==> config.mk <==
export PLATFORM = sky130hd
export DESIGN_NAME = cmo_can_port_link
export DESIGN_NICKNAME = d
export VERILOG_FILES = /design/src/shared/cmo_pkg.sv /design/src/logic/cmo_can_port_link.sv /design/src/logic/cmo_msg_obj.sv
export SDC_FILE = /design/constraint.sdc
export NUM_CORES = 1
export LEC_CHECK = 0
export ABC_AREA = 0
export BUFFER_PORTS_ARGS = -buffer_cell sky130_fd_sc_hd__buf_2
export CAP_MARGIN = 0
export CORE_AREA = 2 2 114 116
export CTS_CLUSTER_SIZE = 8
export DETAILED_ROUTE_END_ITERATION = 10
export DIE_AREA = 0 0 116 118
export GPL_TIMING_DRIVEN = 0
export PLACE_DENSITY = 0.79
export SYNTH_ARGS = -nofsm -noshare
export SYNTH_HDL_FRONTEND = slang
export SYNTH_HIERARCHICAL = 1
export SYNTH_SLANG_ARGS = --single-unit
export TNS_END_PERCENT = 5
==> constraint.sdc <==
create_clock -name ref_clk_i -period 3.2 [get_ports ref_clk_i]
set_input_delay 0.8 -clock ref_clk_i [delete_from_list [all_inputs] [get_ports ref_clk_i]]
set_output_delay 0.8 -clock ref_clk_i [all_outputs]
set_load 0.1 [all_outputs]
==> src/shared/cmo_pkg.sv <==
// Constants, register map and flag helpers for the CAN message-object port link
package cmo_pkg;

	// ==========================================================
	// Sizes
	localparam int NUM_OBJ = 4;
	localparam int OBJ_IDX_W = 2;
	localparam int ADDR_W = 8;
	localparam int PIN_W = 4;

	// ==========================================================
	// Register byte offsets
	localparam logic [7:0] OBJ_BASE_OFS = 8'h00;
	localparam logic [7:0] DIR_OFS = 8'h10;
	localparam logic [7:0] PIN_CONNECT_OFS = 8'h14;
	localparam logic [7:0] IRQ_STATUS_OFS = 8'h18;
	localparam logic [7:0] IRQ_MASK_OFS = 8'h1C;
	localparam logic [7:0] LINE_STATE_OFS = 8'h20;

	// ==========================================================
	// Message-object control word: low bit of each two-bit flag pair
	localparam int RMT_POS = 14;
	localparam int TRANSMIT_REQUEST_POS = 12;
	localparam int UPD_POS = 10;
	localparam int NEW_POS = 8;
	localparam int VAL_POS = 6;
	localparam int TRANSMIT_IRQ_ENABLE_POS = 4;
	localparam int RECEIVE_IRQ_ENABLE_POS = 2;
	localparam int INT_POS = 0;
	localparam logic [1:0] FLAG_SET = 2'h2;
	localparam logic [1:0] FLAG_RST = 2'h1;
	localparam logic FLAG_RST_VAL = 1'b0;

	// ==========================================================
	// Pin connect register fields and reset values
	localparam int PSEL_POS = 0;
	localparam int INIT_POS = 4;
	localparam logic [2:0] PIN_PAIR0 = 3'h2;
	localparam logic [2:0] PIN_PAIR1 = 3'h3;
	localparam logic [2:0] PIN_NONE = 3'h7;
	localparam logic [2:0] PSEL_RST = PIN_NONE;
	localparam logic INIT_RST = 1'b1;
	localparam logic [3:0] RX_MASK0 = 4'h1;
	localparam logic [3:0] TX_MASK0 = 4'h2;
	localparam logic [3:0] RX_MASK1 = 4'h4;
	localparam logic [3:0] TX_MASK1 = 4'h8;
	localparam int RX_PIN0 = 0;
	localparam int RX_PIN1 = 2;

	// ==========================================================
	// Bus levels and bus answers
	localparam logic DOMINANT = 1'b0;
	localparam logic RECESSIVE = 1'b1;
	localparam logic [1:0] RESP_OKAY = 2'h0;
	localparam logic [1:0] RESP_SLVERR = 2'h2;

	// ==========================================================
	// Helpers
	// Set wins over every clear, so no event is lost to a clear in the same cycle
	function automatic logic flag_next(input logic cur, input logic [1:0] pair, input logic wr,
		input logic hw_set, input logic hw_clr);
		flag_next = hw_set | (wr & (pair == FLAG_SET))
			| (cur & ~(wr & (pair == FLAG_RST)) & ~hw_clr);
	endfunction

	function automatic logic [1:0] flag_rd(input logic b);
		flag_rd = b ? FLAG_SET : FLAG_RST;
	endfunction

	function automatic logic reg_hit(input logic [7:0] addr, input logic [7:0] ofs);
		reg_hit = (addr[7:2] == ofs[7:2]);
	endfunction

endpackage

==> src/logic/cmo_can_port_link.sv <==
// Message-object register file, AXI4-Lite slave and pin routing of the CAN port link
`timescale 1ns/10ps
//
// Contract
// Each control flag is a bit pair; 10 means set, 01 means reset.
// Remote frame to transmit object sets remote pending and transmit request.
// CPU clears update-in-progress and sets fresh data after a partial update.
// Remote request answered only when update clear and fresh data set.
// CPU sets transmit request only for active sending, else leaves it.
// Stored data frame sets fresh data, irq pending; irq if receive enabled.
// CPU clears irq pending and fresh data, reads, rechecks fresh data.
// CPU sets transmit request of a receive object to send remote frame.
// Receive object transmit request cleared on remote sent or data arrival.
// Receive objects use pair 11-10 as message lost indicator.
// Logic 0 is dominant, logic 1 recessive on receive and transmit.
// Code 010 routes to first pin pair, 011 to second pin pair.
// Software never writes reserved pin codes 000, 001, 100, 101, 110.
// Code 111, the reset value, disconnects transmit and idles receive recessive.
// Assigned transmit pin driver enabled regardless of port direction.
// Software sets the receive pin direction to input.
// Assigned pins override any other alternate function on them.
// While init flag set, no transfers and transmit line held recessive.
module cmo_can_port_link
	import cmo_pkg::*;
(
	input wire logic ref_clk_i,
	input wire logic rst_i,
	input wire logic ce_i,
	input wire logic [7:0] s_axi_awaddr_i,
	input wire logic s_axi_awvalid_i,
	output logic s_axi_awready_o,
	input wire logic [31:0] s_axi_wdata_i,
	input wire logic [3:0] s_axi_wstrb_i,
	input wire logic s_axi_wvalid_i,
	output logic s_axi_wready_o,
	output logic [1:0] s_axi_bresp_o,
	output logic s_axi_bvalid_o,
	input wire logic s_axi_bready_i,
	input wire logic [7:0] s_axi_araddr_i,
	input wire logic s_axi_arvalid_i,
	output logic s_axi_arready_o,
	output logic [31:0] s_axi_rdata_o,
	output logic [1:0] s_axi_rresp_o,
	output logic s_axi_rvalid_o,
	input wire logic s_axi_rready_i,
	input wire logic rx_frame_i,
	input wire logic rx_remote_i,
	input wire logic [1:0] rx_obj_i,
	input wire logic tx_done_i,
	input wire logic [1:0] tx_done_obj_i,
	input wire logic bus_transmit_line_i,
	output logic bus_receive_line_o,
	output logic tx_request_o,
	output logic [1:0] tx_obj_o,
	output logic tx_remote_o,
	output logic init_o,
	input wire logic [3:0] port_dir_i,
	input wire logic [3:0] alt_out_i,
	input wire logic [3:0] pin_in_i,
	output logic [3:0] pin_out_o,
	output logic [3:0] pin_oe_n_o,
	output logic irq_o
);

	// ==========================================================
	// Bus slave state
	logic awready_q, wready_q, bvalid_q, arready_q, rvalid_q;
	logic aw_full_q, w_full_q;
	logic [7:0] awaddr_q;
	logic [31:0] wdata_q;
	logic [3:0] wstrb_q;
	logic [1:0] bresp_q, rresp_q;
	logic [31:0] rdata_q;

	// ==========================================================
	// Block registers
	logic [NUM_OBJ-1:0] dir_q;
	logic [2:0] psel_q;
	logic init_q;
	logic [2*NUM_OBJ-1:0] stat_q, mask_q;
	logic [PIN_W-1:0] pin_s1_q, pin_s2_q, pin_out_q, pin_oe_n_q;
	logic rx_line_q, irq_q, tx_req_q, tx_remote_q;
	logic [OBJ_IDX_W-1:0] tx_obj_q;

	// ==========================================================
	// Write decode
	wire logic wr_go = aw_full_q & w_full_q & ~bvalid_q;
	wire logic w_obj = (awaddr_q[7:4] == OBJ_BASE_OFS[7:4]);
	wire logic [OBJ_IDX_W-1:0] w_idx = awaddr_q[3:2];
	wire logic w_dir = reg_hit(awaddr_q, DIR_OFS);
	wire logic w_pin = reg_hit(awaddr_q, PIN_CONNECT_OFS);
	wire logic w_stat = reg_hit(awaddr_q, IRQ_STATUS_OFS);
	wire logic w_mask = reg_hit(awaddr_q, IRQ_MASK_OFS);
	wire logic w_line = reg_hit(awaddr_q, LINE_STATE_OFS);
	wire logic w_hit = w_obj | w_dir | w_pin | w_stat | w_mask | w_line;
	wire logic lane0 = wr_go & wstrb_q[0];
	// Unwritten byte lanes read as pair 00, which leaves those flags as they are
	wire logic [15:0] obj_wdata = {wstrb_q[1] ? wdata_q[15:8] : 8'h00,
		wstrb_q[0] ? wdata_q[7:0] : 8'h00};

	// ==========================================================
	// Message objects
	logic [15:0] ctrl_w [NUM_OBJ];
	logic [NUM_OBJ-1:0] want_w, rx_irq_w, tx_irq_w;
	// Transfers stop while the init flag is set
	wire logic rx_ok = rx_frame_i & ~init_q;
	wire logic txd_ok = tx_done_i & ~init_q;

	for (genvar g = 0; g < NUM_OBJ; g++) begin : g_obj
		cmo_msg_obj u_obj (
			.ref_clk_i(ref_clk_i),
			.rst_i(rst_i),
			.ce_i(ce_i),
			.dir_tx_i(dir_q[g]),
			.wr_i(wr_go & w_obj & (w_idx == OBJ_IDX_W'(g))),
			.wr_data_i(obj_wdata),
			.rx_data_i(rx_ok & ~rx_remote_i & (rx_obj_i == OBJ_IDX_W'(g))),
			.rx_remote_i(rx_ok & rx_remote_i & (rx_obj_i == OBJ_IDX_W'(g))),
			.tx_done_i(txd_ok & (tx_done_obj_i == OBJ_IDX_W'(g))),
			.ctrl_o(ctrl_w[g]),
			.tx_want_o(want_w[g]),
			.rx_irq_o(rx_irq_w[g]),
			.tx_irq_o(tx_irq_w[g])
		);
	end

	// ==========================================================
	// Transmit arbitration: lowest object index first
	logic [OBJ_IDX_W-1:0] pick;
	always_comb begin
		pick = '0;
		for (int i = NUM_OBJ - 1; i >= 0; i--) begin
			if (want_w[i]) begin
				pick = OBJ_IDX_W'(i);
			end
		end
	end

	always_ff @(posedge ref_clk_i) begin
		if (rst_i) begin
			tx_req_q <= 1'b0;
			tx_obj_q <= '0;
			tx_remote_q <= 1'b0;
		end else if (ce_i) begin
			tx_req_q <= ~init_q & (|want_w);
			tx_obj_q <= pick;
			tx_remote_q <= ~dir_q[pick];
		end
	end

	// ==========================================================
	// Interrupt status, mask and line
	wire logic [2*NUM_OBJ-1:0] irq_ev = {tx_irq_w, rx_irq_w};
	wire logic [2*NUM_OBJ-1:0] w1c = (lane0 & w_stat) ? wdata_q[2*NUM_OBJ-1:0] : '0;

	always_ff @(posedge ref_clk_i) begin
		if (rst_i) begin
			stat_q <= '0;
			mask_q <= '0;
			irq_q <= 1'b0;
		end else if (ce_i) begin
			stat_q <= (stat_q & ~w1c) | irq_ev;
			if (lane0 & w_mask) begin
				mask_q <= wdata_q[2*NUM_OBJ-1:0];
			end
			irq_q <= |(stat_q & mask_q);
		end
	end

	// ==========================================================
	// Direction and pin connect registers
	always_ff @(posedge ref_clk_i) begin
		if (rst_i) begin
			dir_q <= '0;
			psel_q <= PSEL_RST;
			init_q <= INIT_RST;
		end else if (ce_i) begin
			if (lane0 & w_dir) begin
				dir_q <= wdata_q[NUM_OBJ-1:0];
			end
			if (lane0 & w_pin) begin
				psel_q <= wdata_q[PSEL_POS+:3];
				init_q <= wdata_q[INIT_POS];
			end
		end
	end

	// ==========================================================
	// Pin routing
	// Reserved codes fall through to the disconnected behaviour as a safe default
	wire logic sel_p0 = (psel_q == PIN_PAIR0);
	wire logic sel_p1 = (psel_q == PIN_PAIR1);
	wire logic [3:0] tx_mask = sel_p0 ? TX_MASK0 : (sel_p1 ? TX_MASK1 : 4'h0);
	wire logic [3:0] rx_mask = sel_p0 ? RX_MASK0 : (sel_p1 ? RX_MASK1 : 4'h0);
	wire logic tx_line = init_q ? RECESSIVE : bus_transmit_line_i;
	wire logic rx_line_d = sel_p0 ? pin_s2_q[RX_PIN0]
		: (sel_p1 ? pin_s2_q[RX_PIN1] : RECESSIVE);
	wire logic [3:0] pin_out_d = (alt_out_i & ~(tx_mask | rx_mask))
		| (tx_mask & {4{tx_line}}) | (rx_mask & {4{RECESSIVE}});
	// Direction setting has no say over the assigned transmit pin
	wire logic [3:0] pin_oe_n_d = ~port_dir_i & ~tx_mask;

	always_ff @(posedge ref_clk_i) begin
		if (rst_i) begin
			pin_s1_q <= {PIN_W{RECESSIVE}};
			pin_s2_q <= {PIN_W{RECESSIVE}};
			rx_line_q <= RECESSIVE;
			pin_out_q <= '0;
			pin_oe_n_q <= 4'hF;
		end else if (ce_i) begin
			pin_s1_q <= pin_in_i;
			pin_s2_q <= pin_s1_q;
			rx_line_q <= rx_line_d;
			pin_out_q <= pin_out_d;
			pin_oe_n_q <= pin_oe_n_d;
		end
	end

	// ==========================================================
	// AXI4-Lite write channels
	always_ff @(posedge ref_clk_i) begin
		if (rst_i) begin
			awready_q <= 1'b1;
			aw_full_q <= 1'b0;
			awaddr_q <= '0;
		end else if (ce_i) begin
			if (s_axi_awvalid_i & awready_q) begin
				awaddr_q <= s_axi_awaddr_i;
				aw_full_q <= 1'b1;
				awready_q <= 1'b0;
			end else if (wr_go) begin
				aw_full_q <= 1'b0;
			end else if (bvalid_q & s_axi_bready_i) begin
				awready_q <= 1'b1;
			end
		end
	end

	always_ff @(posedge ref_clk_i) begin
		if (rst_i) begin
			wready_q <= 1'b1;
			w_full_q <= 1'b0;
			wdata_q <= '0;
			wstrb_q <= '0;
		end else if (ce_i) begin
			if (s_axi_wvalid_i & wready_q) begin
				wdata_q <= s_axi_wdata_i;
				wstrb_q <= s_axi_wstrb_i;
				w_full_q <= 1'b1;
				wready_q <= 1'b0;
			end else if (wr_go) begin
				w_full_q <= 1'b0;
			end else if (bvalid_q & s_axi_bready_i) begin
				wready_q <= 1'b1;
			end
		end
	end

	always_ff @(posedge ref_clk_i) begin
		if (rst_i) begin
			bvalid_q <= 1'b0;
			bresp_q <= RESP_OKAY;
		end else if (ce_i) begin
			if (wr_go) begin
				bvalid_q <= 1'b1;
				bresp_q <= w_hit ? RESP_OKAY : RESP_SLVERR;
			end else if (bvalid_q & s_axi_bready_i) begin
				bvalid_q <= 1'b0;
			end
		end
	end

	// ==========================================================
	// AXI4-Lite read channels
	wire logic [7:0] ra = s_axi_araddr_i;
	wire logic r_obj = (ra[7:4] == OBJ_BASE_OFS[7:4]);
	wire logic r_hit = r_obj | reg_hit(ra, DIR_OFS) | reg_hit(ra, PIN_CONNECT_OFS)
		| reg_hit(ra, IRQ_STATUS_OFS) | reg_hit(ra, IRQ_MASK_OFS) | reg_hit(ra, LINE_STATE_OFS);
	wire logic [31:0] rd_pin = {27'h0, init_q, 1'b0, psel_q};
	wire logic [31:0] rd_w = r_obj ? {16'h0, ctrl_w[ra[3:2]]}
		: reg_hit(ra, DIR_OFS) ? {28'h0, dir_q}
		: reg_hit(ra, PIN_CONNECT_OFS) ? rd_pin
		: reg_hit(ra, IRQ_STATUS_OFS) ? {24'h0, stat_q}
		: reg_hit(ra, IRQ_MASK_OFS) ? {24'h0, mask_q}
		: reg_hit(ra, LINE_STATE_OFS) ? {30'h0, tx_line, rx_line_q}
		: 32'h0;

	always_ff @(posedge ref_clk_i) begin
		if (rst_i) begin
			arready_q <= 1'b1;
			rvalid_q <= 1'b0;
			rdata_q <= '0;
			rresp_q <= RESP_OKAY;
		end else if (ce_i) begin
			if (s_axi_arvalid_i & arready_q) begin
				arready_q <= 1'b0;
				rvalid_q <= 1'b1;
				rdata_q <= rd_w;
				rresp_q <= r_hit ? RESP_OKAY : RESP_SLVERR;
			end else if (rvalid_q & s_axi_rready_i) begin
				rvalid_q <= 1'b0;
				arready_q <= 1'b1;
			end
		end
	end

	// ==========================================================
	// Outputs
	assign s_axi_awready_o = awready_q;
	assign s_axi_wready_o = wready_q;
	assign s_axi_bvalid_o = bvalid_q;
	assign s_axi_bresp_o = bresp_q;
	assign s_axi_arready_o = arready_q;
	assign s_axi_rvalid_o = rvalid_q;
	assign s_axi_rdata_o = rdata_q;
	assign s_axi_rresp_o = rresp_q;
	assign bus_receive_line_o = rx_line_q;
	assign tx_request_o = tx_req_q;
	assign tx_obj_o = tx_obj_q;
	assign tx_remote_o = tx_remote_q;
	assign init_o = init_q;
	assign pin_out_o = pin_out_q;
	assign pin_oe_n_o = pin_oe_n_q;
	assign irq_o = irq_q;

endmodule

==> src/logic/cmo_msg_obj.sv <==
// One message object: two-bit flag control word and its hardware events
`timescale 1ns/10ps
module cmo_msg_obj
	import cmo_pkg::*;
(
	input wire logic ref_clk_i,
	input wire logic rst_i,
	input wire logic ce_i,
	input wire logic dir_tx_i,
	input wire logic wr_i,
	input wire logic [15:0] wr_data_i,
	input wire logic rx_data_i,
	input wire logic rx_remote_i,
	input wire logic tx_done_i,
	output logic [15:0] ctrl_o,
	output logic tx_want_o,
	output logic rx_irq_o,
	output logic tx_irq_o
);

	logic rmt_q, transmit_request_q, upd_q, new_q, val_q, transmit_irq_enable_q, receive_irq_enable_q, int_q;
	logic rmt_d, transmit_request_d, upd_d, new_d, val_d, transmit_irq_enable_d, receive_irq_enable_d, int_d;
	wire logic rxd = rx_data_i & val_q & ~dir_tx_i;
	wire logic rxr = rx_remote_i & val_q & dir_tx_i;
	wire logic txd = tx_done_i & val_q;

	// ==========================================================
	// Flag updates
	assign rmt_d = flag_next(rmt_q, wr_data_i[RMT_POS+:2], wr_i, rxr, txd & dir_tx_i);
	assign transmit_request_d = flag_next(transmit_request_q, wr_data_i[TRANSMIT_REQUEST_POS+:2], wr_i, rxr, txd | rxd);
	// Pair 11-10 holds message lost in a receive object
	assign upd_d = flag_next(upd_q, wr_data_i[UPD_POS+:2], wr_i, rxd & new_q, 1'b0);
	assign new_d = flag_next(new_q, wr_data_i[NEW_POS+:2], wr_i, rxd, txd & dir_tx_i);
	assign val_d = flag_next(val_q, wr_data_i[VAL_POS+:2], wr_i, 1'b0, 1'b0);
	assign transmit_irq_enable_d = flag_next(transmit_irq_enable_q, wr_data_i[TRANSMIT_IRQ_ENABLE_POS+:2], wr_i, 1'b0, 1'b0);
	assign receive_irq_enable_d = flag_next(receive_irq_enable_q, wr_data_i[RECEIVE_IRQ_ENABLE_POS+:2], wr_i, 1'b0, 1'b0);
	assign int_d = flag_next(int_q, wr_data_i[INT_POS+:2], wr_i,
		rxd | (txd & dir_tx_i & transmit_irq_enable_q), 1'b0);

	always_ff @(posedge ref_clk_i) begin
		if (rst_i) begin
			{rmt_q, transmit_request_q, upd_q, new_q} <= {4{FLAG_RST_VAL}};
			{val_q, transmit_irq_enable_q, receive_irq_enable_q, int_q} <= {4{FLAG_RST_VAL}};
		end else if (ce_i) begin
			{rmt_q, transmit_request_q, upd_q, new_q} <= {rmt_d, transmit_request_d, upd_d, new_d};
			{val_q, transmit_irq_enable_q, receive_irq_enable_q, int_q} <= {val_d, transmit_irq_enable_d, receive_irq_enable_d, int_d};
		end
	end

	// ==========================================================
	// Outputs
	// Held while an update is marked ongoing, so a half-written frame never goes out
	assign tx_want_o = val_q & transmit_request_q & (~dir_tx_i | (~upd_q & new_q));
	assign rx_irq_o = rxd & receive_irq_enable_q;
	assign tx_irq_o = txd & dir_tx_i & transmit_irq_enable_q;
	assign ctrl_o = {flag_rd(rmt_q), flag_rd(transmit_request_q), flag_rd(upd_q), flag_rd(new_q),
		flag_rd(val_q), flag_rd(transmit_irq_enable_q), flag_rd(receive_irq_enable_q), flag_rd(int_q)};

endmodule

# Word level (Yosys, flattened, before mapping)
# Index checks and enable logic that the tools add are counted.
# classes
magnitude_cmp,2
n_eq_ne,39
n_mux,72
bitwise_logic,330
n_reduce_logical,26
# op_table
operator,n
1-bit AND,190
2-bit two-way mux,39
1-bit bitwise OR,74
8-bit two-way mux,7
1-bit NOT,52
"6-bit by 3-bit equality test with 1-bit output, second input constant",8
16-bit two-way mux,3
16-bit binary-select mux with 2-bit select,1
"2-bit equality test, second input constant",14
"2-bit by 1-bit equality test with 1-bit output, second input constant",11
2-bit AND reduction,11
1-bit two-way mux,17
8-bit AND,2
4-bit AND,3
"6-bit by 4-bit equality test with 1-bit output, second input constant",2
4-bit NOT,3
2-bit nonzero test,6
4-bit zero test,2
4-bit two-way mux,2
8-bit NOT,1
4-bit by 3-bit bitwise OR with 4-bit output,2
8-bit bitwise OR,1
8-bit OR reduction,1
"3-bit by 2-bit equality test with 1-bit output, second input constant",2
10 further kinds,15
# word_totals
register_bits,145
in_bits,80
out_inout_bits,56
wordCells,528

# Depth between registers and ports, before layout
# Gate-level depths: netlist of the first run.
# depth
depth_word,11
ltp_mapped,9
depth_no_buf,7

# By module
# The synthesis of the first run kept the hierarchy.
# modules_own_cells
mod,n_inst,cells_per_inst,area_per_inst_um2,seq_area_each_um2
cmo_can_port_link,1,514,4510.6,1821.7
cmo_msg_obj,4,73,546.8,160.2

# Worst setup path before layout of the first run
# Ideal clock, no wire load.
# synth_path
kind,reg2reg
startpoint,register bvalid_q (netlist: s_axi_bvalid_o)
endpoint,register g_obj[2].u_obj.rmt_q
setup_time_ns,0.136
arrival_ns,2.298
required_time_ns,3.064
path_slack_ns,0.766
stages_incl_launch_ff,6
path_buffers,0
period_less_slack_ns,2.434
path_cell_list,dfxtp_1 or4_2 nor3b_1 nand2_1 o311ai_0 a31oi_1
# synth_via
elab_chain_cells,9
elab_cells_between_ends,11
classes_between,bitwise (11)
# synth_lines
element,line_no,rtl
"start, declared",cmo_can_port_link.sv:67,"logic awready_q, wready_q, bvalid_q, arready_q, rvalid_q;"
"start signal, assigned",cmo_can_port_link.sv:261,bvalid_q <= 1'b0;
"start signal, assigned",cmo_can_port_link.sv:265,bvalid_q <= 1'b1;
"start signal, assigned",cmo_can_port_link.sv:268,bvalid_q <= 1'b0;
1-bit NOT *,cmo_can_port_link.sv:87,wire logic wr_go = aw_full_q & w_full_q & ~bvalid_q;
1-bit AND *,cmo_can_port_link.sv:87,
1-bit AND * (2 in a row),cmo_can_port_link.sv:115,".wr_i(wr_go & w_obj & (w_idx == OBJ_IDX_W'(g))),"
1-bit AND,cmo_pkg.sv:63,| (cur & ~(wr & (pair == FLAG_RST)) & ~hw_clr);
1-bit NOT,cmo_pkg.sv:63,
1-bit AND (2 in a row),cmo_pkg.sv:63,
1-bit bitwise OR *,cmo_pkg.sv:63,
"end signal, assigned",cmo_msg_obj.sv:42,"{rmt_q, transmit_request_q, upd_q, new_q} <= {4{FLAG_RST_VAL}};"
"end signal, assigned",cmo_msg_obj.sv:45,"{rmt_q, transmit_request_q, upd_q, new_q} <= {rmt_d, transmit_request_d, upd_d, new_d};"
"end, declared",cmo_msg_obj.sv:21,"logic rmt_q, transmit_request_q, upd_q, new_q, val_q, transmit_irq_enable_q, receive_irq_enable_q, int_q;"
# Every way passes the cells marked *; elsewhere a longest branch is shown, timed or not.
# A chain may end at the register's enable or synchronous reset.

# Final worst setup path of the first run
# layout_path
startpoint,register awaddr_q[7]
endpoint,register g_obj[2].u_obj.new_q
# layout_via
elab_chain_cells,8
elab_cells_between_ends,10
classes_between,bitwise (9); reduce/logical (1)
# layout_lines
element,line_no,rtl
"start, declared",cmo_can_port_link.sv:69,logic [7:0] awaddr_q;
"start signal, assigned",cmo_can_port_link.sv:228,awaddr_q <= s_axi_awaddr_i;
4-bit zero test *,cmo_can_port_link.sv:88,wire logic w_obj = (awaddr_q[7:4] == OBJ_BASE_OFS[7:4]);
1-bit AND * (2 in a row),cmo_can_port_link.sv:115,
1-bit AND,cmo_pkg.sv:63,
1-bit NOT,cmo_pkg.sv:63,
1-bit AND (2 in a row),cmo_pkg.sv:63,
1-bit bitwise OR *,cmo_pkg.sv:63,
"end signal, assigned",cmo_msg_obj.sv:42,
"end signal, assigned",cmo_msg_obj.sv:45,
"end, declared",cmo_msg_obj.sv:21,
# Marks and branches as above.

==> metrics.cfg, run 1 <==
[clocking]
cts-hold-fix-buffers=0
path_clk_slew_ps=60
post-cts-setup-buffers=0
cts_resized=0
cts_sinks=123
root_buffer=clkbuf_16
htreeDepth=4
cts_made_buffers=17
cts_tree=done
ctsLongestPathBuffers=2
clk_latency_ps=420

[logic_synthesis]
synth.distinct_cells=55
syn_inst=806
async_flop_share_pct=0
avgSynthCellArea_sq_um=8.31
ys_ff_latch=123
synth_edf_count=0
syn_area_sq_um=6700
ys_seq_area_share_pct=36.8
yosysWarnings=6
synth_ff_type=dfxtp_1

[setup_path]
crit_path_top_delay_cell=or4_2
worstPathCellList=or3_1, buf_6, or4_2, nor3b_1, nand2_1, o311ai_0, a21oi_1
path_buf_inv=1
cp-end-kind=flip-flop
crit_arrival_ps=3100
r2r_start=awaddr_q[7]$_SDFFE_PP0P_
cpPeakStageDelay_ps=610
r2r_end=g_obj[2].u_obj/new_q$_SDFFE_PP0P_
criticalPathCategory=reg2reg
reg2reg_slack_ps=380
crit_family=simple AND/OR/NAND/NOR gates
start_kind=flip-flop
rr_worst_depth=7
crit_fanout=8
worst_ep_required_time_ps=3480

[cells_and_area]
layout-drive-gt1-share_pct=23.1
seqCellArea_sq_um=2460
fillers=1118
nNetsFinal=1014
insertedDiodeCount=0
area_delta_synth_final_pct=19.6
multi_input_area_sq_um=3530

[timing]
clock_skew_ps=7.89
clock.fmax_mhz=355
rsz0062_at_grt=false
slew_viol_final=0
min_period_ps=2820
fin_tns_setup_ps=0
hold_viol=0
setup_viol=0
period_share_pct=88.1
slew_headroom_pct=49.5
worst_pin_slew_ps=752
hold_ws_ps=453

[place]
gp_congestion=0.964
numPortBuffers=92
dp.final_hpwl_mm=14.4

[routing]
drc=0
viasPerCell=5.77
drt_pass1_iterations=6
vias=6459
postRouteAntennaNets=0
wire_per_inst_microns=17.4
drt-initial-drc-count=764
drt-total-wl_mm=19.4

[grt]
antenna_found_initial=0
grt_pass1_vias=6026
grt_max_degree=38
grt_usage_pct=28.8
grt_first_pass_wirelength_mm=31.0
grt_remaining_overflow=0

[floorplanning]
start_util_pct=54.0
core_sq_um=12400
rows=41
die_w_microns=116
ios=136
die_h_microns=118
die-area_sq_um=13700

[worst_hold_path]
hold_path_class=reg2reg
holdPathStages=2
min-delay-start=wdata_q[8]$_SDFFE_PP0P_
holdPathEnd=wdata_q[8]$_SDFFE_PP0P_

[outcome]
status=finished, final reports clean

[flow_run]
drv_cap=0

[pwr]
power-per-cell-area_nw_per_um2=491
irDropWorstVdd_mv=0.323
p_leak_nw=3.09

[power by group]
group | internal, W | switching [W]
combinational | 0.000118 | 0.000369
clock | 0.00111 | 0.000738
sequential | 0.00157 | 0.0000300
total | 0.00279 | 0.00114
[final cells by class]
| cell class | instances | share of cell area, % |
|---|---|---|
| Multi-Input combinational cell | 557 | 44.0 |
| Sequential cell | 123 | 30.7 |
| Buffer | 93 | 7.30 |
| Timing Repair Buffer | 92 | 5.75 |
| Clock buffer | 19 | 5.66 |
| Tap cell | 172 | 2.69 |
| Inverter | 50 | 2.34 |
| Clock inverter | 13 | 1.48 |
[how the worst max path moves through the flow]
stage / from / end / cells after the start
after CTS: awaddr_q[7]$_SDFFE_PP0P_ / g_obj[2].u_obj/rmt_q$_SDFFE_PP0P_ / 7
after global placement: ce_i / mask_q[7]$_SDFFE_PP0P_ / 5
after floorplan: s_axi_bvalid_o$_SDFFE_PP0P_ / g_obj[2].u_obj/rmt_q$_SDFFE_PP0P_ / 5
after detailed placement: ce_i / mask_q[4]$_SDFFE_PP0P_ / 5
final: awaddr_q[7]$_SDFFE_PP0P_ / g_obj[2].u_obj/new_q$_SDFFE_PP0P_ / 7
after global routing: awaddr_q[7]$_SDFFE_PP0P_ / g_obj[2].u_obj/val_q$_SDFFE_PP0P_ / 8
[metrics by stage]
stage / worst slack, ps / util [%] / cell area (sq um) / instances / total power [W]
global placement: 233 / 59.9 / 7440 / 1087 / 0.00211
floorplan: 766 / - / 6760 / 823 / 0.00200
finish: 381 / 64.5 / 8010 / 1119 / 0.00393
CTS: 421 / 64.5 / 8010 / 1119 / 0.00394
global route: 201 / 64.5 / 8010 / 1119 / 0.00405
detailed placement: 201 / 59.9 / 7440 / 1087 / 0.00211
[layer usage]
layer / share of wire [%] / global-route usage, % / up-vias
li1: - / - / 3067
met3: 9.1 / 5.05 / 48
met5: 0 / 0 / -
met1: 43 / 40.1 / 2993
met2: 45 / 44.0 / 351
met4: 3.3 / 11.5 / 0
[cells in the mapped netlist, drive strengths merged, types with 7 or more instances]
master	count	area [sq um]
nor3b	7	52.6
nor3	13	65.1
a211oi	9	67.6
o21ai	30	150
inv	48	180
mux2i	33	330
o21a	14	105
and2	20	125
a311oi	8	70.1
clkbuf	22	82.6
mux4	14	315
o211ai	8	60.1
a21oi	71	370
nor2	70	263
nand2	87	327
o311ai	12	105
a22oi	14	105
buf	71	502
dfxtp	123	2460
nand3	16	80.1
a31oi	16	100
and3	16	100
nand4	12	75.1
[cell families after synthesis]
kind of cell / after synthesis / share of synthesized area [%]
muxes: 53 / 10.6
other: 1 / 0.0560
and+or+nand+nor: 279 / 21.1
DFF: 123 / 36.8
buffers and inverters: 143 / 11.5
AOI/OAI and AO/OA: 207 / 20.0
[flip-flops by register name, indices dropped and copies added, names as in the netlist, 6 cells and up]
name / count
s_axi_rdata_o: 16
wdata_q: 16
mask_q: 8
stat_q: 8
awaddr_q: 6
[tightest hold or removal path, delay by kind of cell, from the launching register on]
kind	cells	cell delay [ps]
AND/OR/NAND/NOR	1	50
flip-flops	1	300
AO/OA/AOI/OAI	1	50
[placed cells by master (no fill, tap or decap), types with 16 or more instances in the layout]
master     synthesis  final
a21oi_1           67     67
a31oi_1           16     16
and2_1            20     20
and3_1            16     16
buf_2              8    100
buf_4             50     50
clkbuf_1          22     22
clkbuf_16          0     17
conb_1             1     18
dfxtp_1          123    123
inv_1             48     48
mux2i_1           33     33
nand2_1           87     87
nand3_1           16     16
nor2_1            70     70
o21ai_0           30     30
Note: power is estimated with default switching activity, not from simulation.
==> run 2: changes to the inputs <==
--- a/config.mk
+++ b/config.mk
@@ -14,6 +14,7 @@
 export DIE_AREA = 0 0 116 118
 export GPL_TIMING_DRIVEN = 0
 export PLACE_DENSITY = 0.79
+export RECOVER_POWER = 25
 export SYNTH_ARGS = -nofsm -noshare
 export SYNTH_HDL_FRONTEND = slang
 export SYNTH_HIERARCHICAL = 1
==> metrics.cfg, run 2 (synthesis gave the netlist of run 1 again) <==
[outcome]
status=finished, final reports clean

[grt]
use_met2_pct=44.0
grt_util_met1_pct=40.1
grt_max_degree=38
grt_first_pass_wirelength_mm=31.0
top_usage_layer=met2
grt_use_met3_pct=5.05
grt_remaining_overflow=0
grt_pass1_vias=6026
antenna_found_initial=0
grt_usage_pct=28.8

[clocking]
cts_sinks=123
cts-hold-fix-buffers=0
cts_tree=done
root_buffer=clkbuf_16
cts_made_buffers=17
ctsLongestPathBuffers=2
cts_resized=0
path_clk_slew_ps=60
post-cts-setup-buffers=0
clk_latency_ps=420
htreeDepth=4

[routing]
postRouteAntennaNets=0
drt_pass1_iterations=7
vias=6417
drc=0
viasPerCell=5.73
wire_per_inst_microns=17.4
drt-initial-drc-count=833
drt-total-wl_mm=19.5

[cells_and_area]
final_common_cell=dfxtp_1
insertedDiodeCount=0
area_delta_synth_final_pct=18.9
fillers=1150
multi_input_area_sq_um=3530
layout-drive-gt1-share_pct=19.1
final_cell_mix=123 x dfxtp_1, 87 x nand2_1, 70 x nor2_1, 67 x a21oi_1, 61 x buf_2
nNetsFinal=1014
seqCellArea_sq_um=2460

[pwr]
irDropWorstVdd_mv=0.323
p_leak_nw=2.95
report.power.total_w=0.00392
power-per-cell-area_nw_per_um2=493

[place]
dp.final_hpwl_mm=14.4
gp_congestion=0.964
place_ws_ps=201
numPortBuffers=92

[timing]
rsz0062_at_grt=false
clock_skew_ps=7.62
clock.fmax_mhz=355
slew_headroom_pct=20.1
worst_pin_slew_ps=1200
fin_tns_setup_ps=0
hold_viol=0
setup_slack_ps=385
slew_viol_final=0
setup_viol=0
hold_ws_ps=452
min_period_ps=2810
period_share_pct=88.0

[worst_hold_path]
hold_path_class=reg2reg

[setup_path]
crit_arrival_ps=3110
cp-end-kind=flip-flop
criticalPathCategory=reg2reg
worst_ep_required_time_ps=3490
crit_fanout=8
start_kind=flip-flop

[floorplanning]
rows=41
die_h_microns=118
die-area_sq_um=13700
ios=136
core_sq_um=12400
start_util_pct=54.0
die_w_microns=116

[flow_run]
drv_cap=0

run 2: cell count changes in the layout (fill, tap and decap cells not counted):
cell,delta
buf_2,-39
clkbuf_1,+38
clkbuf_2,+1
run 2: layout make-up:
class,count,share of cell area [%]
inverter,50,2.36
sequential,123,30.9
clock inverter,13,1.49
buffer,93,7.34
multi-input combinational,557,44.3
tap,172,2.70
clock buffer,19,5.69
timing repair buffer,92,5.19
run 2: worst paths after layout:
path,start,to,slack [ps],cells past startpoint
hold / removal,wdata_q[8]$_SDFFE_PP0P_,wdata_q[8]$_SDFFE_PP0P_,450,2
setup / recovery,awaddr_q[7]$_SDFFE_PP0P_,g_obj[2].u_obj/val_q$_SDFFE_PP0P_,390,8
hold reg to reg,wdata_q[8]$_SDFFE_PP0P_,wdata_q[8]$_SDFFE_PP0P_,450,2
setup reg to reg,awaddr_q[7]$_SDFFE_PP0P_,g_obj[2].u_obj/val_q$_SDFFE_PP0P_,390,8
run 2: where the power goes:
group	internal, W	switching, W	total (W)	leakage, nW
registers	0.00157	0.0000302	0.00160	0.999
clock network	0.00111	0.000735	0.00184	0.260
logic	0.000113	0.000369	0.000482	1.69
run 2: layer usage:
| metal | part of all wire [%] | wire length [microns] |
|---|---|---|
| met5 | 0 | 0 |
| met4 | 3.1 | 605 |
| met3 | 8.4 | 1640 |
| met2 | 45 | 8750 |
| met1 | 44 | 8460 |
run 2: metrics by stage:
step	instance area [sq um]	cells	util, %
floorplan	6760	823	-
global placement	7440	1087	59.9
detailed placement	7440	1087	59.9
CTS	8010	1119	64.5
global route	7960	1119	64.1
finish	7960	1119	64.1
run 2: critical path: stages, from the launching register on:
cell     delay, ps
dfxtp_1        320
or3_1          380
buf_6          150
or4_2          610
nor3b_1        420
nand2_1        280
o21ai_0        320
o21a_1         160
nor2_1          30
